===== config.mk =====
export PLATFORM = sky130hd
export DESIGN_NAME = adc_result_computation
export DESIGN_NICKNAME = d
export VERILOG_FILES = /design/src/core/adc_compute_pkg.sv /design/src/core/adc_result_computation.sv
export SDC_FILE = /design/constraint.sdc
export NUM_CORES = 1
export LEC_CHECK = 0
export ABC_AREA = 1
export BUFFER_PORTS_ARGS = -buffer_cell sky130_fd_sc_hd__buf_2
export CORE_ASPECT_RATIO = 1.5
export CORE_MARGIN = 5
export CORE_UTILIZATION = 24
export DETAILED_ROUTE_END_ITERATION = 10
export GPL_TIMING_DRIVEN = 0
export HOLD_SLACK_MARGIN = 0.03
export PLACE_DENSITY_LB_ADDON = 0.2
export SLEW_MARGIN = 5
export SYNTH_ARGS = -nofsm -noshare
export SYNTH_HDL_FRONTEND = slang
export SYNTH_SLANG_ARGS = --single-unit
export TNS_END_PERCENT = 1

===== constraint.sdc =====
create_clock -name sys_clk -period 4.8 [get_ports sys_clk]
set_clock_uncertainty 0.2 [all_clocks]
set_input_delay 0.48 -clock sys_clk [delete_from_list [all_inputs] [get_ports sys_clk]]
set_output_delay 0.48 -clock sys_clk [all_outputs]
set_load 0.1 [all_outputs]

===== src/core/adc_compute_pkg.sv =====
package adc_compute_pkg;

  // Register indices on the byte-wide register port.
  localparam logic [3:0] ADDR_CONTROL = 4'h0;
  localparam logic [3:0] ADDR_TEST_CFG = 4'h1;
  localparam logic [3:0] ADDR_REPEAT = 4'h2;
  localparam logic [3:0] ADDR_SETPOINT_HIGH = 4'h3;
  localparam logic [3:0] ADDR_SETPOINT_LOW = 4'h4;
  localparam logic [3:0] ADDR_UPPER_HIGH = 4'h5;
  localparam logic [3:0] ADDR_UPPER_LOW = 4'h6;
  localparam logic [3:0] ADDR_LOWER_HIGH = 4'h7;
  localparam logic [3:0] ADDR_LOWER_LOW = 4'h8;
  localparam logic [3:0] ADDR_STATUS = 4'h9;
  localparam logic [3:0] ADDR_TALLY = 4'hA;
  localparam logic [3:0] ADDR_ACC_LOW = 4'hB;
  localparam logic [3:0] ADDR_ACC_MID = 4'hC;
  localparam logic [3:0] ADDR_ACC_HIGH = 4'hD;

  // Field positions.
  localparam int MODE_LSB = 0;
  localparam int DOUBLE_BIT = 3;
  localparam int CALC_BIT = 4;
  localparam int COND_LSB = 0;
  localparam int SHIFT_LSB = 4;
  localparam int DONE_BIT = 0;
  localparam int THR_BIT = 1;
  localparam int BUSY_BIT = 2;

  // Reset values.
  localparam logic [7:0] RESET_BYTE = 8'h00;
  localparam logic [15:0] RESET_WORD = 16'h0000;

  // Computation modes.
  localparam logic [2:0] MODE_BASIC = 3'h0;
  localparam logic [2:0] MODE_ACCUMULATE = 3'h1;
  localparam logic [2:0] MODE_AVERAGE = 3'h2;
  localparam logic [2:0] MODE_BURST = 3'h3;
  localparam logic [2:0] MODE_LOWPASS = 3'h4;

  // Threshold conditions.
  localparam logic [2:0] COND_NEVER = 3'h0;
  localparam logic [2:0] COND_BELOW_LOWER = 3'h1;
  localparam logic [2:0] COND_ATLEAST_LOWER = 3'h2;
  localparam logic [2:0] COND_ABOVE_UPPER = 3'h3;
  localparam logic [2:0] COND_ATMOST_UPPER = 3'h4;
  localparam logic [2:0] COND_OUTSIDE = 3'h5;
  localparam logic [2:0] COND_INSIDE = 3'h6;
  localparam logic [2:0] COND_ALWAYS = 3'h7;

  localparam logic [7:0] TALLY_MAX = 8'hFF;

  typedef enum logic [1:0] {
    ST_IDLE = 2'b01,
    ST_WAIT = 2'b10
  } phase_e;

  typedef struct packed {
    logic wr;
    logic rd;
    logic [3:0] addr;
    logic [7:0] wdata;
  } bus_req_s;

  typedef struct packed {
    phase_e phase;
    logic [2:0] computeModeSelect;
    logic doubleSampleEnable;
    logic calculationSelect;
    logic [2:0] testCond;
    logic [2:0] avgShift;
    logic [7:0] repeatTarget;
    logic [15:0] thresholdSetpoint;
    logic [15:0] upperThreshold;
    logic [15:0] lowerThreshold;
    logic conversionDoneFlag;
    logic thresholdFlag;
    logic [7:0] sampleTally;
    logic [23:0] acc;
    logic [15:0] lastSample;
    logic [1:0] convsLeft;
    logic clearPending;
    logic convReq;
    logic [7:0] rdata;
    logic testStrobe;
    logic testHit;
  } core_s;

endpackage : adc_compute_pkg


===== src/core/adc_result_computation.sv =====
// Operation
// A three-bit control field picks one of five computation modes.
// Basic mode converts once, or twice when double sampling is enabled.
// Basic mode raises conversion-done only after all requested conversions finish.
// Accumulate mode adds each triggered result into accumulator and bumps tally.
// Accumulate mode flags done per conversion and tests threshold per calculation.
// Average mode accumulates per trigger and tests once repeat target is reached.
// Average mode clears accumulator on trigger after a test, needing fresh samples.
// Burst mode clears on trigger, converts repeatedly to repeat target, then tests.
// Low-pass mode filters each result, first test after repeat target samples.
// Low-pass mode tests again on every trigger after the first test.
// Sixteen-bit setpoint lives in two byte registers, both reset to zero.
// Calculation select decides whether setpoint enters the error value.
// Each test compares error with thresholds and sets threshold flag on a hit.
//
// The placing of the registers and strobed register access are this design's own decisions.
`timescale 1ns/100ps
module adc_result_computation (
  // Clock and reset
  input wire logic sys_clk,
  input wire logic rstn,
  // Register port
  input wire adc_compute_pkg::bus_req_s busReq,
  output logic [7:0] regRdata,
  // Converter core
  input wire logic trigger,
  input wire logic convDone,
  input wire logic [15:0] convResult,
  output logic convReq,
  // Flags
  output logic conversionDoneFlag,
  output logic thresholdFlag
);

  logic [1:0] rstPipe_ff;
  logic rstSync;
  adc_compute_pkg::core_s core_ff;
  adc_compute_pkg::core_s nxt_core;

  always_ff @(posedge sys_clk or negedge rstn)
  begin
    if (!rstn)
      rstPipe_ff <= 2'b00;
    else
      rstPipe_ff <= {rstPipe_ff[0], 1'b1};
  end

  assign rstSync = rstPipe_ff[1];

  always_comb
  begin
    logic [23:0] sumAcc;
    logic [23:0] newAcc;
    logic [23:0] shifted;
    logic [15:0] filtVal;
    logic signed [16:0] err;
    logic signed [16:0] upperS;
    logic signed [16:0] lowerS;
    logic [7:0] tallyInc;
    logic reached;
    logic hit;
    logic setDone;
    logic doTest;
    logic clrDone;
    logic clrThr;
    sumAcc = (core_ff.computeModeSelect == adc_compute_pkg::MODE_LOWPASS) ?
             core_ff.acc - (core_ff.acc >> core_ff.avgShift) : core_ff.acc;
    newAcc = sumAcc + {8'h00, convResult};
    shifted = newAcc >> core_ff.avgShift;
    filtVal = shifted[15:0];
    err = core_ff.calculationSelect ? $signed({1'b0, filtVal}) :
          $signed({1'b0, filtVal}) - $signed({1'b0, core_ff.thresholdSetpoint});
    upperS = $signed({core_ff.upperThreshold[15], core_ff.upperThreshold});
    lowerS = $signed({core_ff.lowerThreshold[15], core_ff.lowerThreshold});
    case (core_ff.testCond)
      adc_compute_pkg::COND_BELOW_LOWER: hit = err < lowerS;
      adc_compute_pkg::COND_ATLEAST_LOWER: hit = err >= lowerS;
      adc_compute_pkg::COND_ABOVE_UPPER: hit = err > upperS;
      adc_compute_pkg::COND_ATMOST_UPPER: hit = err <= upperS;
      adc_compute_pkg::COND_OUTSIDE: hit = (err < lowerS) || (err > upperS);
      adc_compute_pkg::COND_INSIDE: hit = (err >= lowerS) && (err <= upperS);
      adc_compute_pkg::COND_ALWAYS: hit = 1'b1;
      default: hit = 1'b0;
    endcase
    tallyInc = (core_ff.sampleTally == adc_compute_pkg::TALLY_MAX) ? core_ff.sampleTally :
               core_ff.sampleTally + 8'h01;
    reached = tallyInc >= core_ff.repeatTarget;
    nxt_core = core_ff;
    nxt_core.convReq = 1'b0;
    nxt_core.testStrobe = 1'b0;
    nxt_core.testHit = 1'b0;
    nxt_core.rdata = adc_compute_pkg::RESET_BYTE;
    setDone = 1'b0;
    doTest = 1'b0;
    clrDone = 1'b0;
    clrThr = 1'b0;

    // Register writes.
    if (busReq.wr)
    begin
      if (busReq.addr == adc_compute_pkg::ADDR_CONTROL)
      begin
        nxt_core.computeModeSelect = busReq.wdata[adc_compute_pkg::MODE_LSB +: 3];
        nxt_core.doubleSampleEnable = busReq.wdata[adc_compute_pkg::DOUBLE_BIT];
        nxt_core.calculationSelect = busReq.wdata[adc_compute_pkg::CALC_BIT];
      end
      else if (busReq.addr == adc_compute_pkg::ADDR_TEST_CFG)
      begin
        nxt_core.testCond = busReq.wdata[adc_compute_pkg::COND_LSB +: 3];
        nxt_core.avgShift = busReq.wdata[adc_compute_pkg::SHIFT_LSB +: 3];
      end
      else if (busReq.addr == adc_compute_pkg::ADDR_REPEAT)
        nxt_core.repeatTarget = busReq.wdata;
      else if (busReq.addr == adc_compute_pkg::ADDR_SETPOINT_HIGH)
        nxt_core.thresholdSetpoint[15:8] = busReq.wdata;
      else if (busReq.addr == adc_compute_pkg::ADDR_SETPOINT_LOW)
        nxt_core.thresholdSetpoint[7:0] = busReq.wdata;
      else if (busReq.addr == adc_compute_pkg::ADDR_UPPER_HIGH)
        nxt_core.upperThreshold[15:8] = busReq.wdata;
      else if (busReq.addr == adc_compute_pkg::ADDR_UPPER_LOW)
        nxt_core.upperThreshold[7:0] = busReq.wdata;
      else if (busReq.addr == adc_compute_pkg::ADDR_LOWER_HIGH)
        nxt_core.lowerThreshold[15:8] = busReq.wdata;
      else if (busReq.addr == adc_compute_pkg::ADDR_LOWER_LOW)
        nxt_core.lowerThreshold[7:0] = busReq.wdata;
      else if (busReq.addr == adc_compute_pkg::ADDR_STATUS)
      begin
        clrDone = busReq.wdata[adc_compute_pkg::DONE_BIT];
        clrThr = busReq.wdata[adc_compute_pkg::THR_BIT];
      end
    end

    // Register reads; data appear in the next cycle only.
    if (busReq.rd)
    begin
      if (busReq.addr == adc_compute_pkg::ADDR_CONTROL)
        nxt_core.rdata = {3'b000, core_ff.calculationSelect, core_ff.doubleSampleEnable,
                          core_ff.computeModeSelect};
      else if (busReq.addr == adc_compute_pkg::ADDR_TEST_CFG)
        nxt_core.rdata = {1'b0, core_ff.avgShift, 1'b0, core_ff.testCond};
      else if (busReq.addr == adc_compute_pkg::ADDR_REPEAT)
        nxt_core.rdata = core_ff.repeatTarget;
      else if (busReq.addr == adc_compute_pkg::ADDR_SETPOINT_HIGH)
        nxt_core.rdata = core_ff.thresholdSetpoint[15:8];
      else if (busReq.addr == adc_compute_pkg::ADDR_SETPOINT_LOW)
        nxt_core.rdata = core_ff.thresholdSetpoint[7:0];
      else if (busReq.addr == adc_compute_pkg::ADDR_UPPER_HIGH)
        nxt_core.rdata = core_ff.upperThreshold[15:8];
      else if (busReq.addr == adc_compute_pkg::ADDR_UPPER_LOW)
        nxt_core.rdata = core_ff.upperThreshold[7:0];
      else if (busReq.addr == adc_compute_pkg::ADDR_LOWER_HIGH)
        nxt_core.rdata = core_ff.lowerThreshold[15:8];
      else if (busReq.addr == adc_compute_pkg::ADDR_LOWER_LOW)
        nxt_core.rdata = core_ff.lowerThreshold[7:0];
      else if (busReq.addr == adc_compute_pkg::ADDR_STATUS)
        nxt_core.rdata = {5'b00000, core_ff.phase == adc_compute_pkg::ST_WAIT,
                          core_ff.thresholdFlag, core_ff.conversionDoneFlag};
      else if (busReq.addr == adc_compute_pkg::ADDR_TALLY)
        nxt_core.rdata = core_ff.sampleTally;
      else if (busReq.addr == adc_compute_pkg::ADDR_ACC_LOW)
        nxt_core.rdata = core_ff.acc[7:0];
      else if (busReq.addr == adc_compute_pkg::ADDR_ACC_MID)
        nxt_core.rdata = core_ff.acc[15:8];
      else if (busReq.addr == adc_compute_pkg::ADDR_ACC_HIGH)
        nxt_core.rdata = core_ff.acc[23:16];
    end

    // Conversion sequencing.
    case (core_ff.phase)
      adc_compute_pkg::ST_IDLE:
      begin
        if (trigger)
        begin
          nxt_core.phase = adc_compute_pkg::ST_WAIT;
          nxt_core.convReq = 1'b1;
          nxt_core.convsLeft = core_ff.doubleSampleEnable ? 2'd2 : 2'd1;
          if (core_ff.computeModeSelect == adc_compute_pkg::MODE_BURST ||
              (core_ff.computeModeSelect == adc_compute_pkg::MODE_AVERAGE &&
               core_ff.clearPending))
          begin
            nxt_core.acc = 24'h00_0000;
            nxt_core.sampleTally = adc_compute_pkg::RESET_BYTE;
            nxt_core.clearPending = 1'b0;
          end
        end
      end
      adc_compute_pkg::ST_WAIT:
      begin
        if (convDone)
        begin
          nxt_core.phase = adc_compute_pkg::ST_IDLE;
          case (core_ff.computeModeSelect)
            adc_compute_pkg::MODE_ACCUMULATE:
            begin
              nxt_core.acc = newAcc;
              nxt_core.sampleTally = tallyInc;
              setDone = 1'b1;
              doTest = 1'b1;
            end
            adc_compute_pkg::MODE_AVERAGE:
            begin
              nxt_core.acc = newAcc;
              nxt_core.sampleTally = tallyInc;
              setDone = 1'b1;
              doTest = reached;
              nxt_core.clearPending = reached;
            end
            adc_compute_pkg::MODE_BURST:
            begin
              nxt_core.acc = newAcc;
              nxt_core.sampleTally = tallyInc;
              if (reached)
              begin
                setDone = 1'b1;
                doTest = 1'b1;
              end
              else
              begin
                nxt_core.phase = adc_compute_pkg::ST_WAIT;
                nxt_core.convReq = 1'b1;
              end
            end
            adc_compute_pkg::MODE_LOWPASS:
            begin
              nxt_core.acc = newAcc;
              nxt_core.sampleTally = tallyInc;
              setDone = 1'b1;
              doTest = reached;
            end
            default:
            begin
              nxt_core.lastSample = convResult;
              if (core_ff.convsLeft > 2'd1)
              begin
                nxt_core.convsLeft = core_ff.convsLeft - 2'd1;
                nxt_core.phase = adc_compute_pkg::ST_WAIT;
                nxt_core.convReq = 1'b1;
              end
              else
                setDone = 1'b1;
            end
          endcase
        end
      end
      default: nxt_core.phase = adc_compute_pkg::ST_IDLE;
    endcase

    // A hardware set in the same cycle as a software clear wins.
    nxt_core.testStrobe = doTest;
    nxt_core.testHit = doTest && hit;
    nxt_core.conversionDoneFlag = (core_ff.conversionDoneFlag && !clrDone) || setDone;
    nxt_core.thresholdFlag = (core_ff.thresholdFlag && !clrThr) || (doTest && hit);
  end

  always_ff @(posedge sys_clk or negedge rstSync)
  begin
    if (!rstSync)
    begin
      core_ff <= '0;
      core_ff.phase <= adc_compute_pkg::ST_IDLE;
    end
    else
    begin
      core_ff <= nxt_core;
    end
  end

  assign regRdata = core_ff.rdata;
  assign convReq = core_ff.convReq;
  assign conversionDoneFlag = core_ff.conversionDoneFlag;
  assign thresholdFlag = core_ff.thresholdFlag;

  AST_MODE_WRITE: assert property (@(posedge sys_clk) disable iff (!rstSync)
    busReq.wr && busReq.addr == adc_compute_pkg::ADDR_CONTROL
    |=> core_ff.computeModeSelect == $past(busReq.wdata[2:0]))
    else $error("Mode field did not follow control write.");

  AST_DOUBLE_COUNT: assert property (@(posedge sys_clk) disable iff (!rstSync)
    core_ff.phase == adc_compute_pkg::ST_IDLE && trigger && core_ff.doubleSampleEnable
    |=> core_ff.convsLeft == 2'd2 && convReq)
    else $error("Double sampling did not schedule two conversions.");

  AST_BASIC_DONE_LATE: assert property (@(posedge sys_clk) disable iff (!rstSync)
    core_ff.phase == adc_compute_pkg::ST_WAIT && convDone && core_ff.convsLeft == 2'd2 &&
    core_ff.computeModeSelect == adc_compute_pkg::MODE_BASIC
    |=> convReq && conversionDoneFlag == $past(conversionDoneFlag))
    else $error("Basic mode flagged done before its last conversion.");

  AST_ACC_SUM: assert property (@(posedge sys_clk) disable iff (!rstSync)
    core_ff.phase == adc_compute_pkg::ST_WAIT && convDone &&
    core_ff.computeModeSelect == adc_compute_pkg::MODE_ACCUMULATE
    |=> core_ff.acc == $past(core_ff.acc) + {8'h00, $past(convResult)} &&
        core_ff.sampleTally != $past(core_ff.sampleTally) || $past(core_ff.sampleTally) == 8'hFF)
    else $error("Accumulate mode did not add the result.");

  AST_ACC_DONE: assert property (@(posedge sys_clk) disable iff (!rstSync)
    core_ff.phase == adc_compute_pkg::ST_WAIT && convDone &&
    core_ff.computeModeSelect == adc_compute_pkg::MODE_ACCUMULATE
    |=> conversionDoneFlag && core_ff.testStrobe)
    else $error("Accumulate mode missed done flag or test.");

  AST_AVG_TEST: assert property (@(posedge sys_clk) disable iff (!rstSync)
    core_ff.phase == adc_compute_pkg::ST_WAIT && convDone &&
    core_ff.computeModeSelect == adc_compute_pkg::MODE_AVERAGE
    |=> core_ff.testStrobe == (core_ff.sampleTally >= core_ff.repeatTarget))
    else $error("Average mode test not tied to repeat target.");

  AST_AVG_CLEAR: assert property (@(posedge sys_clk) disable iff (!rstSync)
    core_ff.phase == adc_compute_pkg::ST_IDLE && trigger && core_ff.clearPending &&
    core_ff.computeModeSelect == adc_compute_pkg::MODE_AVERAGE
    |=> core_ff.acc == 24'h00_0000 && core_ff.sampleTally == 8'h00)
    else $error("Average mode did not clear after a test.");

  AST_BURST_RUN: assert property (@(posedge sys_clk) disable iff (!rstSync)
    core_ff.phase == adc_compute_pkg::ST_WAIT && convDone &&
    core_ff.computeModeSelect == adc_compute_pkg::MODE_BURST &&
    {1'b0, core_ff.sampleTally} + 9'h001 < {1'b0, core_ff.repeatTarget}
    |=> convReq && !core_ff.testStrobe)
    else $error("Burst mode stopped early.");

  AST_LPF_TEST: assert property (@(posedge sys_clk) disable iff (!rstSync)
    core_ff.phase == adc_compute_pkg::ST_WAIT && convDone &&
    core_ff.computeModeSelect == adc_compute_pkg::MODE_LOWPASS &&
    core_ff.sampleTally >= core_ff.repeatTarget
    |=> core_ff.testStrobe)
    else $error("Low-pass mode skipped a test.");

  AST_SETPOINT_HIGH: assert property (@(posedge sys_clk) disable iff (!rstSync)
    busReq.wr && busReq.addr == adc_compute_pkg::ADDR_SETPOINT_HIGH
    |=> core_ff.thresholdSetpoint[15:8] == $past(busReq.wdata))
    else $error("Setpoint high byte not stored.");

  AST_THR_FLAG: assert property (@(posedge sys_clk) disable iff (!rstSync)
    core_ff.testHit |-> thresholdFlag ##1 (thresholdFlag || $past(busReq.wr)))
    else $error("Threshold hit did not set the flag.");

endmodule : adc_result_computation


==> results of run 1 <==
## cell usage after synthesis, types with 3 or more instances
library cell / count / area [µm²]
buf_1: 5 / 18.77
mux2i_1: 7 / 70.07
dfrtp_1: 116 / 2903
nand3_1: 89 / 445.4
a21oi_2: 5 / 43.79
nor2_4: 4 / 45.04
nand2_2: 16 / 100.1
o21ai_2: 3 / 26.28
o22ai_1: 34 / 212.7
nand4_1: 15 / 93.84
nor3_1: 14 / 70.07
ha_1: 103 / 1289
clkbuf_1: 36 / 135.1
inv_1: 260 / 975.9
buf_4: 9 / 67.56
and2_1: 6 / 37.54
o21bai_1: 8 / 60.06
a31oi_1: 12 / 75.07
a21oi_1: 94 / 470.5
o221ai_1: 8 / 70.07
buf_2: 8 / 40.04
a21o_1: 3 / 22.52
inv_2: 4 / 15.01
a211oi_1: 8 / 60.06
o21ai_1: 4 / 20.02
nand2_1: 469 / 1760
xor2_1: 25 / 219.0
a21boi_0: 3 / 22.52
o211ai_1: 8 / 60.06
a221oi_1: 7 / 61.31
fa_1: 3 / 60.06
xnor2_1: 13 / 113.9
nor2_1: 109 / 409.1
o21ai_0: 214 / 1071
o2111ai_1: 5 / 43.79
or2_2: 7 / 43.79
## registers in the layout (all words and copies together), names as in the netlist
signal	flops
core_ff	104
convReq	1
conversionDoneFlag	1
rstPipe_ff	2
thresholdFlag	1
regRdata	8
## area by class of cell
type	instances	area, µm²	share of cell area (%)
multi-input combinational	1322	8985	56.33
clock buffer	22	484.2	3.036
sequential	117	2934	18.40
tap	600	750.7	4.707
buffer	59	479.2	3.004
clock inverter	10	143.9	0.9021
timing repair buffer	156	1167	7.319
inverter	265	1006	6.307
## where the power goes
group	switching (µW)	total [µW]	internal (µW)
combinational	5910	10200	4260
clock	515	1390	874
sequential	257	1450	1190
total	6680	13000	6320
## worst reg2reg max path, delay by kind of cell, from the launching register on
| kind | cells | cell delay, ps |
|---|---|---|
| xor+xnor | 4 | 730 |
| buf+inv | 5 | 610 |
| fa+ha+maj | 5 | 1410 |
| compound gates | 12 | 1740 |
| flops | 1 | 450 |
| simple gates | 28 | 2530 |
## metal layers
layer / vias to the layer above / GRT usage [%] / routed length, µm
met1: 5966 / 18.75 / 18650
met2: 257 / 37.44 / 28180
met4: 0 / 9.534 / 3026
met5: - / 0 / 0
met3: 126 / 1.882 / 1247
li1: 6191 / - / -
## through the flow
stage | std cells | setup WS [ps] | hold WS [ps] | total power, µW | TNS (ps)
4_1_cts | 2521 | -2852 | 55.33 | 11780 | -2990
3_5_place_dp | 2408 | -4129 | 49.30 | 8471 | -6964
6_report | 2551 | -2965 | 38.88 | 13000 | -3100
2_1_floorplan | 1763 | -2001 | -15.59 | 6475 | -2001
5_1_grt | 2551 | -3335 | 81.81 | 13940 | -3921
3_3_place_gp | 2406 | -4053 | 65.74 | 8402 | -79780
## timing repair
action	in CTS	in global routing
resized for setup	226	147
hold buffers	1	0
gates cloned	1	0
pin swaps	104	100
hold endpoints to repair	2	0
setup endpoints to repair	14	9
setup buffers	79	30
## cell families (layout without fill, tap and decap cells)
logic type,after synthesis,count (layout),synth area share [%]
AND/OR/NAND/NOR,739,739,26.95
AO/OA/AOI/OAI,428,428,21.07
buffers and inverters,324,512,10.99
flip-flops,117,117,25.40
adder cells (fa/ha/maj),106,106,11.69
XOR/XNOR,40,40,3.168
multiplexers,8,8,0.7052
other,1,1,0.03251
## worst max path at each step
stage	startpoint	end	slack, ps	depth (start not counted)
4_1_cts	core_ff[120]	thresholdFlag	-2850	58
3_3_place_gp	core_ff[121]	thresholdFlag	-4050	51
2_1_floorplan	core_ff[120]	thresholdFlag	-2000	58
3_5_place_dp	core_ff[122]	thresholdFlag	-4130	52
6_report	core_ff[120]	thresholdFlag	-2960	54
5_1_grt	core_ff[120]	thresholdFlag	-3330	58
==> implementation parameters, run 1 <==
Parameter                              Value

Run status
  Run status    finished with violations
  Violated checks    setup timing

Timing
  Minimum setup slack in the final design    -2965 ps
  Minimum period implied by the final worst setup slack    7765 ps
  Worst-Margin Slew    933.8 ps
  Hold Vio Cnt, Final    0
  Final slew viol count    0
  Finish-stage setup viols    2
  Max_slew headroom    37.09%
  RSZ-0062 raised after global routing    true
  Post-route clock period utilization    161.8%
  Fmax    128.8 MHz

Placed design
  Area post-placement    12740 µm²
  Port-buffer cells    43
  Routability Congestion    0.9527
  HPWL after detailed placement    40070 µm

Critical path
  Slowest-stage cell, CP    dfrtp_2
  Path type of the worst setup path    register to register
  R2r startpoint    core_ff[120]
  R2R cell count    54
  Crit path DAT    7900 ps
  Cell class contributing the biggest share of worst-path delay    simple AND/OR/NAND/NOR gates
  Worst Setup End Kind    register
  CP bufs+invs    5
  Worst stage delay on the critical path    450 ps
  Critical path peak fanout    6
  Critical Path Start Type    register
  Setup slack of the worst register-to-register path    -2960 ps
  Required time reported for the critical path endpoint    4940 ps
  Endpoint of the worst-slack reg-to-reg timing path    thresholdFlag

Yosys
  EDFF count, synth    0
  Post-Syn Area    11530 µm²
  FFs w/ async S/R, synth    100.0%
  Distinct cells, synth    60
  Sequential-to-total area share from yosys stat    25.40%
  Synth Warn #    0
  Gate count of the mapped netlist    1763
  Synthesized area per cell    6.542 µm²
  Prevailing post-synth register cell    dfrtp_1
  Flip-flop and latch count after synthesis    117
  Net count of the mapped netlist    1903

Finish
  Post-route standard cell area excluding fillers    15950 µm²
  Leading cell type in the layout, fill and taps excluded    nand2_1
  P&R area growth vs syn    38.29%
  Post-layout net count    2078
  Number of antenna repair diodes    0
  Commonest cells after routing, fill and taps aside    nand2_1, inv_1, o21ai_0
  Number of inserted filler cells in the final layout    5154
  Proportion of layout cells with a drive suffix above 1    26.50%
  Final Util    33.53%

Detailed routing
  Via-to-Cell Ratio    4.916
  Drt initial violations    612
  # DRC    0
  DR vias    12.54k
  Detailed-router iteration count before antenna repair    5
  Remaining antenna violation count after routing    0
  Aggregate routed wire length    51100 µm
  Mean routed wirelength per cell    20.03 µm

GRT
  Global-route wire length before repair    75180 µm
  Aggregate global-route resource usage    18.70%
  Number of global-route vias before repair    12.81k
  Antenna violations before repair    0
  Largest net degree at the start of global routing    54
  Global-route congestion overflow total    0

Clock network
  Clock Pin Slew Worst Setup and Hold Paths    60 ps
  H-tree depth reported by CTS    4
  Clk root buf    clkbuf_16
  Clk_lat worst skew    450 ps
  TritonCTS clock tree    done
  Bufs on Longest Clock Path    2
  TritonCTS sink count    117
  Cts bufs inserted    17

Power and ir drop
  Power Density    815.1 nW/µm²
  Static Leak    0.007451 µW
  Worst vdd rail ir drop    0.3104 mV

Floorplan
  Initial core utilization    24.24%
  Die area    52630 µm²
  Die outline width    189.0 µm
  Number of placed I/O pins    45
  Core area    47580 µm²
  Rows    98
  Die Span Y    278.5 µm

Flow run
  Max_cap viols    0

Hold path
  Path type of the worst min-delay path    register to asynchronous set/reset pin
Note: power is estimated with default switching activity, not from simulation.
==> inputs of run 2 (changes only) <==
Settings changed: PLACE_DENSITY_LB_ADDON 0.2 to 0.12.
==> run 2 against run 1 <==
- the run still ends with setup timing left
- worst setup slack improved by 67 ps
- critical path depth decreased by 8
- combinational power decreased by 4%
- via count decreased by 1.8%
- register-to-register slack improved by 70 ps
- highest routed layer unchanged
==> implementation parameters, run 2 (synthesis gave the netlist of run 1 again) <==
Parameter                              Value

Timing
  Final slew viol count    0 (unchanged)
  Fmax    129.9 MHz (+0.87%)
  Max_slew headroom    38.82% (+1.7 points)
  Hold Vio Cnt, Final    0 (unchanged)
  Worst-Margin Slew    908.1 ps (-25.66 ps)
  Finish-stage setup viols    2 (unchanged)
  Worst hold slack after final layout    22.07 ps (-16.81 ps)
  Post-route clock period utilization    160.4% (-1.4 points)
  Minimum period implied by the final worst setup slack    7697 ps (-67.29 ps)
  Final TNS setup    -3090 ps (+9.680 ps)
  RSZ-0062 raised after global routing    true
  Minimum setup slack in the final design    -2897 ps (+67.29 ps)

Detailed routing
  Drt initial violations    584 (-4.6%)
  # DRC    0 (unchanged)
  DR vias    12.31k (-1.8%)
  Remaining antenna violation count after routing    0 (unchanged)
  Aggregate routed wire length    51990 µm (+1.8%)
  Via-to-Cell Ratio    4.838 (-1.6%)
  Detailed-router iteration count before antenna repair    5 (unchanged)
  Mean routed wirelength per cell    20.43 µm (+2.0%)

GRT
  Number of global-route vias before repair    13.16k (+2.8%)
  Largest net degree at the start of global routing    54 (unchanged)
  Aggregate global-route resource usage    19.82% (+1.1 points)
  Antenna violations before repair    0 (unchanged)
  Global-route wire length before repair    79310 µm (+5.5%)
  Global-route congestion overflow total    0 (unchanged)

Clock network
  Cts bufs inserted    17 (unchanged)
  Clock Pin Slew Worst Setup and Hold Paths    60 ps (about the same)
  Clk_lat worst skew    450 ps (about the same)
  H-tree depth reported by CTS    4 (unchanged)
  Clk root buf    clkbuf_16
  TritonCTS sink count    117 (unchanged)
  TritonCTS clock tree    done
  Bufs on Longest Clock Path    2 (unchanged)

Power and ir drop
  Static Leak    0.007367 µW (-1.1%)
  Worst vdd rail ir drop    0.3475 mV (+12%)
  Power Density    810.0 nW/µm² (-0.63%)

Critical path
  Crit path DAT    7830 ps (-70 ps)
  Critical path peak fanout    6 (unchanged)
  Path type of the worst setup path    register to register
  CP most frequent cell    nand2_1
  Critical Path Start Type    register
  Required time reported for the critical path endpoint    4930 ps (about the same)
  Worst stage delay on the critical path    460 ps (about the same)
  Slowest-stage cell, CP    dfrtp_2
  Worst Setup End Kind    register
  CP bufs+invs    7 (+2)
  Cell class contributing the biggest share of worst-path delay    compound AO/OA/AOI/OAI gates
  Worst setup startpoint    core_ff[120]
  R2r startpoint    core_ff[120]

Run status
  Violated checks    setup timing
  Run status    finished with violations

Floorplan
  Core area    47580 µm² (unchanged)
  Die Span Y    278.5 µm (unchanged)
  Die area    52630 µm² (unchanged)
  Die outline width    189.0 µm (unchanged)
  Initial core utilization    24.24% (unchanged)
  Number of placed I/O pins    45 (unchanged)
  Rows    98 (unchanged)

Placed design
  Routability Congestion    0.9312 (-2.3%)
  Port-buffer cells    43 (unchanged)
  HPWL after detailed placement    42140 µm (+5.2%)

Finish
  Proportion of layout cells with a drive suffix above 1    24.37% (-2.1 points)
  Number of antenna repair diodes    0 (unchanged)
  Max FFs per register    104 (unchanged)
  Number of inserted filler cells in the final layout    5205 (+0.99%)
  Final Util    32.69% (-0.84 points)
  Most flop-heavy register    core_ff
  Commonest cells after routing, fill and taps aside    nand2_1, inv_1, o21ai_0
  P&R area growth vs syn    34.83%
  Leading cell type in the layout, fill and taps excluded    nand2_1
  Post-layout net count    2073 (-0.24%)

Flow run
  Max_cap viols    0 (unchanged)

Hold path
  Path type of the worst min-delay path    register to asynchronous set/reset pin
## run 2: changes by cell type in the layout (fill, tap and decap cells not counted), sizes merged
cell / previous run / this run
buf: 179 / 173
inv: 265 / 264
clkbuf: 57 / 59
clkinv: 3 / 5
clkinvlp: 4 / 1
## run 2: where the power goes
group / switching (µW) / internal (µW) / total [µW]
Clock: 502 / 879 / 1380
Sequential: 241 / 1190 / 1430
Combinational: 5760 / 4020 / 9780
## run 2: what timing repair did
action / CTS / global route
cloned: 1 / 0
buffers inserted: 102 / 3
hold buffers: 1 / 0
gates resized for setup: 277 / 28
endpoints found under the hold margin: 2 / 0
setup endpoints to repair: 14 / 11
pin swaps: 126 / 17
## run 2: per-stage QoR
| stage | total power, µW | worst slack (ps) | cell area [µm²] | cells |
|---|---|---|---|---|
| 2_1_floorplan | 6475 | -2001 | 11720 | 1763 |
| 3_3_place_gp | 8505 | -4162 | 12690 | 2406 |
| 3_5_place_dp | 8554 | -4176 | 12750 | 2408 |
| 4_1_cts | 12350 | -2865 | 15400 | 2542 |
| 5_1_grt | 13670 | -3418 | 15550 | 2545 |
| 6_report | 12600 | -2897 | 15550 | 2545 |
## run 2: cell type report
type                    count  area, µm²  share of cell area (%)
well taps                 600      750.7                   4.827
flip-flops and latches    117       2934                   18.87
clock buffers              23      498.0                   3.202
multi-input cells        1322       8647                   55.60
repair buffers            151       1125                   7.233
inverters                 265       1005                   6.461
plain buffers              59      470.5                   3.025
clock inverters             8      121.4                  0.7804
## run 2: worst paths after layout
kind                            endpoint  slack (ps)  cells past startpoint
max                        thresholdFlag       -2900                     46
max in group asynchronous   core_ff[131]        3770                      1
max reg2reg                thresholdFlag       -2900                     46
min reg2reg                 core_ff[124]          20                      0
min in group sys_clk             convReq         130                      3
min                         core_ff[124]          20                      0
## run 2: routing by layer
layer	track usage (%)	part of all wire, %
met4	9.142	4.6
met3	1.681	1.6
met5	0	0
met2	39.62	56
met1	20.50	38
## run 2: worst reg2reg max path, delay by kind of cell (launching register included)
| family | cells | cell delay [ps] |
|---|---|---|
| XOR/XNOR | 3 | 600 |
| AND/OR/NAND/NOR | 16 | 1560 |
| flip-flops | 1 | 460 |
| multiplexers | 1 | 230 |
| AO/OA/AOI/OAI | 15 | 2600 |
| adder cells (fa/ha/maj) | 4 | 1060 |
| buffers and inverters | 7 | 880 |
